==> src/inc/anp_pkg.sv <==
// Package for the next-page register bank: offsets, field positions, reset values, carriers.
// Assumes a management register port with 5-bit register address and 16-bit data.
package anp_pkg;
  localparam logic [4:0]  REG_EXPANSION  = 5'h06;
  localparam logic [4:0]  REG_NP_TX      = 5'h07;
  localparam logic [4:0]  REG_NP_PARTNER = 5'h08;
  localparam int          BIT_PD_FAULT   = 4;
  localparam int          BIT_LP_NP_ABLE = 3;
  localparam int          BIT_NP_ABLE    = 2;
  localparam int          BIT_PAGE_RX    = 1;
  localparam int          BIT_LP_AN_ABLE = 0;
  localparam int          BIT_MORE       = 15;
  localparam int          BIT_MSG        = 13;
  localparam int          BIT_ACK2       = 12;
  localparam int          BIT_TOGGLE     = 11;
  localparam int          CODE_W         = 11;
  localparam logic        RST_MORE       = 1'b0;
  localparam logic        RST_MSG        = 1'b1;
  localparam logic        RST_ACK2       = 1'b0;
  localparam logic [10:0] RST_CODE       = 11'h001;
  localparam logic [15:0] RST_PARTNER    = 16'h0000;

  typedef struct packed {
    logic        more;
    logic        msg;
    logic        ack2;
    logic        toggle;
    logic [10:0] code;
  } anp_page_t;

  typedef struct packed {
    logic        rd;
    logic        wr;
    logic [4:0]  addr;
    logic [15:0] wdata;
  } anp_req_t;
endpackage

==> src/rtl/anp_latch_high.sv <==
// Latch-high status flag cleared by a read of its register.
// Assumes event and read strobe are synchronous to clk; set wins over clear.
`timescale 1ns/100ps
module anp_latch_high (
  // Clock and reset
  input  wire logic clk,
  input  wire logic rst_n,
  // Event and clear
  input  wire logic set_evt,
  input  wire logic rd_clr,
  // Flag
  output logic      flag_ff
);
  wire logic nxt_flag;

  assign nxt_flag = set_evt | (flag_ff & ~rd_clr);

  always_ff @(posedge clk) begin
    if (!rst_n) begin
      flag_ff <= 1'b0;
    end else begin
      flag_ff <= nxt_flag;
    end
  end
endmodule

==> src/rtl/anp_regs.sv <==
// Auto-negotiation expansion, next-page transmit and partner next-page registers.
// Assumes the management serial engine issues one-cycle rd/wr strobes and samples rdata one cycle after rd.
`timescale 1ns/100ps
module anp_regs (
  // Clock and reset
  input  wire logic               clk,
  input  wire logic               rst_n,
  // Management register port
  input  wire anp_pkg::anp_req_t  req,
  output logic [15:0]             rdata_ff,
  // Negotiation engine
  input  wire logic               pd_fault_evt,
  input  wire logic               page_rx_stb,
  input  wire anp_pkg::anp_page_t page_rx,
  input  wire logic               lp_np_able,
  input  wire logic               lp_an_able,
  input  wire logic               tx_toggle,
  output anp_pkg::anp_page_t      np_tx_ff
);
  logic                lp_np_able_ff;
  logic                lp_an_able_ff;
  logic                toggle_ff;
  logic [15:0]         partner_ff;
  logic                pd_fault_ff;
  logic                page_rx_ff;
  anp_pkg::anp_page_t  nxt_np_tx;
  logic [15:0]         nxt_rdata;

  // Register number match
  function automatic logic addr_hit(input logic [4:0] addr, input logic [4:0] reg_num);
    return (addr == reg_num);
  endfunction

  // Page fields to a register word; bit 14 always zero
  function automatic logic [15:0] page_word(input logic        more,
                                            input logic        msg,
                                            input logic        ack2,
                                            input logic        toggle,
                                            input logic [10:0] code);
    return {more, 1'b0, msg, ack2, toggle, code};
  endfunction

  wire logic        sel_exp = addr_hit(req.addr, anp_pkg::REG_EXPANSION);
  wire logic        sel_tx  = addr_hit(req.addr, anp_pkg::REG_NP_TX);
  wire logic        sel_lp  = addr_hit(req.addr, anp_pkg::REG_NP_PARTNER);
  wire logic        rd_exp  = req.rd & sel_exp;
  wire logic        wr_tx   = req.wr & sel_tx;
  wire logic [15:0] exp_word;
  wire logic [15:0] tx_word;
  wire logic [15:0] rx_word;

  anp_latch_high u_pd_fault (
    .clk     (clk),
    .rst_n   (rst_n),
    .set_evt (pd_fault_evt),
    .rd_clr  (rd_exp),
    .flag_ff (pd_fault_ff)
  );

  anp_latch_high u_page_rx (
    .clk     (clk),
    .rst_n   (rst_n),
    .set_evt (page_rx_stb),
    .rd_clr  (rd_exp),
    .flag_ff (page_rx_ff)
  );

  // Expansion word; reserved bits zero
  assign exp_word = {11'h000, pd_fault_ff, lp_np_able_ff, 1'b1, page_rx_ff, lp_an_able_ff};

  // Transmit word; bit 14 zero, toggle from engine
  assign tx_word = page_word(np_tx_ff.more, np_tx_ff.msg, np_tx_ff.ack2, toggle_ff, np_tx_ff.code);

  // Received page word; bit 14 zero
  assign rx_word = page_word(page_rx.more, page_rx.msg, page_rx.ack2, page_rx.toggle, page_rx.code);

  // Writable fields of transmit register
  always_comb begin
    nxt_np_tx = np_tx_ff;
    if (wr_tx) begin
      nxt_np_tx.more = req.wdata[anp_pkg::BIT_MORE];
      nxt_np_tx.msg  = req.wdata[anp_pkg::BIT_MSG];
      nxt_np_tx.ack2 = req.wdata[anp_pkg::BIT_ACK2];
      nxt_np_tx.code = req.wdata[anp_pkg::CODE_W-1:0];
    end
    nxt_np_tx.toggle = toggle_ff;
  end

  // Read mux; unmapped addresses read zero
  always_comb begin
    nxt_rdata = 16'h0000;
    if (req.rd) begin
      if (sel_exp) begin
        nxt_rdata = exp_word;
      end else if (sel_tx) begin
        nxt_rdata = tx_word;
      end else if (sel_lp) begin
        nxt_rdata = partner_ff;
      end
    end
  end

  // Transmit page register
  always_ff @(posedge clk) begin
    if (!rst_n) begin
      np_tx_ff <= '{more: anp_pkg::RST_MORE, msg: anp_pkg::RST_MSG, ack2: anp_pkg::RST_ACK2,
                    toggle: 1'b0, code: anp_pkg::RST_CODE};
    end else begin
      np_tx_ff <= nxt_np_tx;
    end
  end

  // Status levels from the negotiation engine
  always_ff @(posedge clk) begin
    if (!rst_n) begin
      toggle_ff     <= 1'b0;
      lp_np_able_ff <= 1'b0;
      lp_an_able_ff <= 1'b0;
    end else begin
      toggle_ff     <= tx_toggle;
      lp_np_able_ff <= lp_np_able;
      lp_an_able_ff <= lp_an_able;
    end
  end

  // Partner page register, loaded on each received page
  always_ff @(posedge clk) begin
    if (!rst_n) begin
      partner_ff <= anp_pkg::RST_PARTNER;
    end else if (page_rx_stb) begin
      partner_ff <= rx_word;
    end
  end

  // Read data, one cycle after the read strobe
  always_ff @(posedge clk) begin
    if (!rst_n) begin
      rdata_ff <= 16'h0000;
    end else begin
      rdata_ff <= nxt_rdata;
    end
  end
endmodule

==> config.mk <==
export PLATFORM = sky130hd
export DESIGN_NAME = anp_regs
export DESIGN_NICKNAME = d
export VERILOG_FILES = /design/src/inc/anp_pkg.sv /design/src/rtl/anp_latch_high.sv /design/src/rtl/anp_regs.sv
export SDC_FILE = /design/constraint.sdc
export NUM_CORES = 1
export LEC_CHECK = 0
export BUFFER_PORTS_ARGS = -buffer_cell sky130_fd_sc_hd__clkbuf_2
export CAP_MARGIN = 20
export CORE_MARGIN = 8
export CORE_UTILIZATION = 40
export DETAILED_ROUTE_END_ITERATION = 10
export PLACE_DENSITY = 0.67
export SLEW_MARGIN = 25
export SYNTH_ARGS = -nofsm -noshare
export SYNTH_HDL_FRONTEND = slang
export SYNTH_SLANG_ARGS = --single-unit
==> constraint.sdc <==
create_clock -name clk -period 1.45 [get_ports clk]
set_input_delay 0.2175 -clock clk [delete_from_list [all_inputs] [get_ports clk]]
set_output_delay 0.2175 -clock clk [all_outputs]
set_load 0.05 [all_outputs]
# Word-level counts from Yosys, hierarchy flattened
# Cells that the tools add are included.
# totals
register_bits	50
in_bits	45
output_inout_bits	31
elab_cells	30
# op_classes
n_eq_ne	3
n_mux	3
bitwise_logic	9
n_reduce_logical	2
# op_table
operator	count
2-to-1 mux 16 bit	2
== test 5 x 3 -> 1 bit (second input constant)	2
== test 5 x 4 -> 1 bit (second input constant)	1
2-to-1 mux 5 bit	1
AND 1 bit	4
NOT 1 bit	3
OR reduction 3 bit	1
bitwise OR 1 bit	2
AND reduction 2 bit	1

# Depth between registers and ports, before layout
# depth
depth_word	5
ltp_mapped	5
mapped_depth_nobuf	3

# Cells and area by module
# From an unflattened synthesis, not the netlist that was laid out.
# hier_totals
hier_cells	194
area_unflattened_um2	2033.2
# by_module_without_submodules
module	instances	cells_each	area_each_um2	seq_area_each_um2
anp_regs	1	188	1950.6	960.9
anp_latch_high	2	3	41.3	20.0

# Least setup slack after synthesis
# OpenSTA, ideal clock, no wires.
# synth_path
path_type	reg-to-reg
start	register np_tx_ff[1] (netlist name)
end	register rdata_ff[1]
setup_ps	86
t_arrival_ps	995
required_ps	1364
setup_slack_ps	369
path_stages_with_launch	3
n_path_buf	0
period_less_slack_ps	1081
path_cell_list	dfxtp_1 -> o21ai_0 -> a211oi_1
# synth_via
elab_chain_len	2
# synth_lines
item	line	rtl
start, declared	anp_regs.sv:18	output anp_pkg::anp_page_t np_tx_ff
start signal, assigned	anp_regs.sv:106	np_tx_ff <= '{more: anp_pkg::RST_MORE, msg: anp_pkg::RST_MSG, ack2: anp_pkg::RST_ACK2,
start signal, assigned	anp_regs.sv:109	np_tx_ff <= nxt_np_tx;
2-to-1 mux 16 bit	anp_regs.sv:95	end else if (sel_tx) begin
2-to-1 mux 5 bit	anp_regs.sv:93	if (sel_exp) begin
end signal, assigned	anp_regs.sv:140	rdata_ff <= nxt_rdata;
end, declared	anp_regs.sv:10	output logic [15:0] rdata_ff,
# No other way between the ends.
# A chain may end at the register's enable or synchronous reset.

# Worst setup path in the final report
# layout_path
start	register np_tx_ff[10] (netlist name)
end	output port np_tx_ff[10] (netlist name)
# No word-level cell between the ends.

==> results.cfg <==
[cts]
clkSinkCount = 50
clockBufferDepth = 2
cts_tree = yes
htree_levels = 2
ctsResizeCount = 0
cts_inserted_buffers = 5
insertion_delay_ns = 0.29
clk_pin_slew_ns = 0.09
cts_setup_buffers = 0
clock_tree.root_cell = clkbuf_8
cts_hold_buf = 0

[place]
dp_slack_ns = 0.1695
place_congestion = 0.7784
postPlaceCellArea_um2 = 2399
io_buffers = 72
dp_hpwl_um = 3603

[sta]
finalHoldViolations = 0
clock.fmax_mhz = 824.3
fin_ws_ns = 0.2368
skew_ns = 0.004955
maxSlewViolCount = 0
fin_crit_ns = 1.213
fin_crit_sh = 0.8367
rsz0062_at_grt = no
fin_setup_tns_ns = 0
setup_viol = 0

[setup_path]
path_buf_inv = 1
critPathKind = flop to output pin
r2r_start = np_tx_ff[4]
crit_family = flip-flops
path_cells = clkbuf_2
crit_path_max_incr_delay_ns = 0.40
startpoint_type = flop
cp-end-kind = output pin
crit_path_max_fanout = 3
crit_start = np_tx_ff[10]
slowest_stage = dfxtp_1
worstPathArrival_ns = 1.00
worstPathRequired_ns = 1.23

[pwr]
powerDensity_nw_per_um2 = 1003
leakagePower_nw = 1.112
ir_drop_uv = 405.4

[logic_synthesis]
synthTopCellsByArea = dfxtp_1, mux2i_1, nor2b_1, nand2_1, a32oi_1
synth.top_cell.area_share = 0.5035
yosysUniqueCellTypes = 27
synth_edf_count = 0
synth.avg_cell_area_um2 = 10.09
synth_top_cell_by_area = dfxtp_1
synthTopCellsByCount = dfxtp_1, mux2i_1, nand2_1, nor2b_1, nor2_1
synthesis.area_um2 = 1988
async_flop_share = 0
syn_nets = 242
yosysMostFrequentCell = dfxtp_1
synth_seq_cells = 50
synth_top_flop_cell = dfxtp_1
yosysWarnings = 0
ys_seq_area_frac = 0.5035
netlist_instances = 197

[worst_hold_path]
min_path_type = input pin to flop
hp-start = lp_an_able

[finish]
fin_nets = 315
antenna_cells = 0
post-route-util = 0.5237
nFillCells = 485
final_layout_size_suffix_gt1_frac = 0.3358
area_growth_pct = 25.24
final_cell_area_um2 = 2490

[global_routing]
grt_pass1_vias = 1604
antenna_found_initial = 0
grt_pass1_wl_um = 7659
grt_max_degree = 26
track_usage = 0.1297
gr-total-overflow = 0

[routing]
drc_errors = 0
vias = 1577
drt_iter0_drc = 66
first_pass_iters = 4
ant_nets = 0
wl_um = 4767
via_per_inst = 4.666
wl_per_cell_um = 14.10

[outcome]
status = finished, final reports clean

[floorplan]
io_pins = 76
start_util = 0.4182
die_area_um2 = 7482
core_um2 = 4755
row_count = 25
dieHeight_um = 86.50
dieWidth_um = 86.50

[run]
drv_cap = 0
==> cells in the final DEF (no fill, tap or decap), types with 2 or more instances in the layout <==
cell	instances
and2_1	4
buf_4	9
dfxtp_1	50
a211oi_1	4
a32oi_1	10
a21oi_1	2
nand3_1	5
mux2i_1	27
nor2b_1	16
nor2_1	11
clkbuf_2	72
clkbuf_8	6
o21ai_0	9
o311ai_0	2
inv_1	3
nand2_1	26
nor3_1	4
==> metrics by stage <==
step           power, mW  hold slack (ns)  std cells
6_report           2.497           0.1249        338
5_1_grt            2.615           0.1263        338
4_1_cts            2.531           0.1128        338
3_5_place_dp       1.721           0.4278        330
3_3_place_gp       1.718           0.4282        330
2_1_floorplan      1.624           0.3178        197
==> final timing paths <==
kind,depth (start not counted),slack [ns],endpoint
worst min register to register,1,0.46,np_tx_ff[11]
worst max-delay path,1,0.24,np_tx_ff[10]
worst max register to register,2,0.61,rdata_ff[4]
worst min-delay path,2,0.12,lp_an_able_ff
==> cell type report <==
type                    instances  area (um2)  share of cell area
clock buffers                   7       86.33             0.03467
clock inverters                 1       5.005            0.002010
inverters                       3       11.26            0.004523
multi-input cells             128       854.6              0.3432
flip-flops and latches         50        1001              0.4020
well taps                      67       83.83             0.03367
repair buffers                 82       447.9              0.1799
==> cell families (layout without fill, tap and decap cells) <==
| kind of cell | Yosys count | in the layout | share of synthesized area |
|---|---|---|---|
| AOI/OAI and AO/OA | 29 | 29 | 0.1026 |
| buffers and inverters | 19 | 93 | 0.06671 |
| and+or+nand+nor | 71 | 71 | 0.1894 |
| muxes | 27 | 27 | 0.1359 |
| other | 1 | 1 | 0.001886 |
| DFF | 50 | 50 | 0.5035 |
==> flip-flops by register name, indices dropped and copies added, names as in the netlist <==
name / flops
lp_an_able_ff: 1
lp_np_able_ff: 1
np_tx_ff: 15
partner_ff: 15
rdata_ff: 15
toggle_ff: 1
u_page_rx.flag_ff: 1
u_pd_fault.flag_ff: 1
==> power by group <==
group	internal, mW	switching, mW	total (mW)
combinational	0.115	0.140	0.255
clock	0.386	0.426	0.811
sequential	1.41	0.0193	1.43
total	1.91	0.586	2.50
==> metal layers <==
layer,vias up,wire length (um),GRT usage
li1,825,-,-
met1,706,2101,0.1510
met2,44,2239,0.2076
met3,2,384,0.05388
met4,0,40,0.04695
met5,-,0,0
Note: power is estimated with default switching activity, not from simulation.
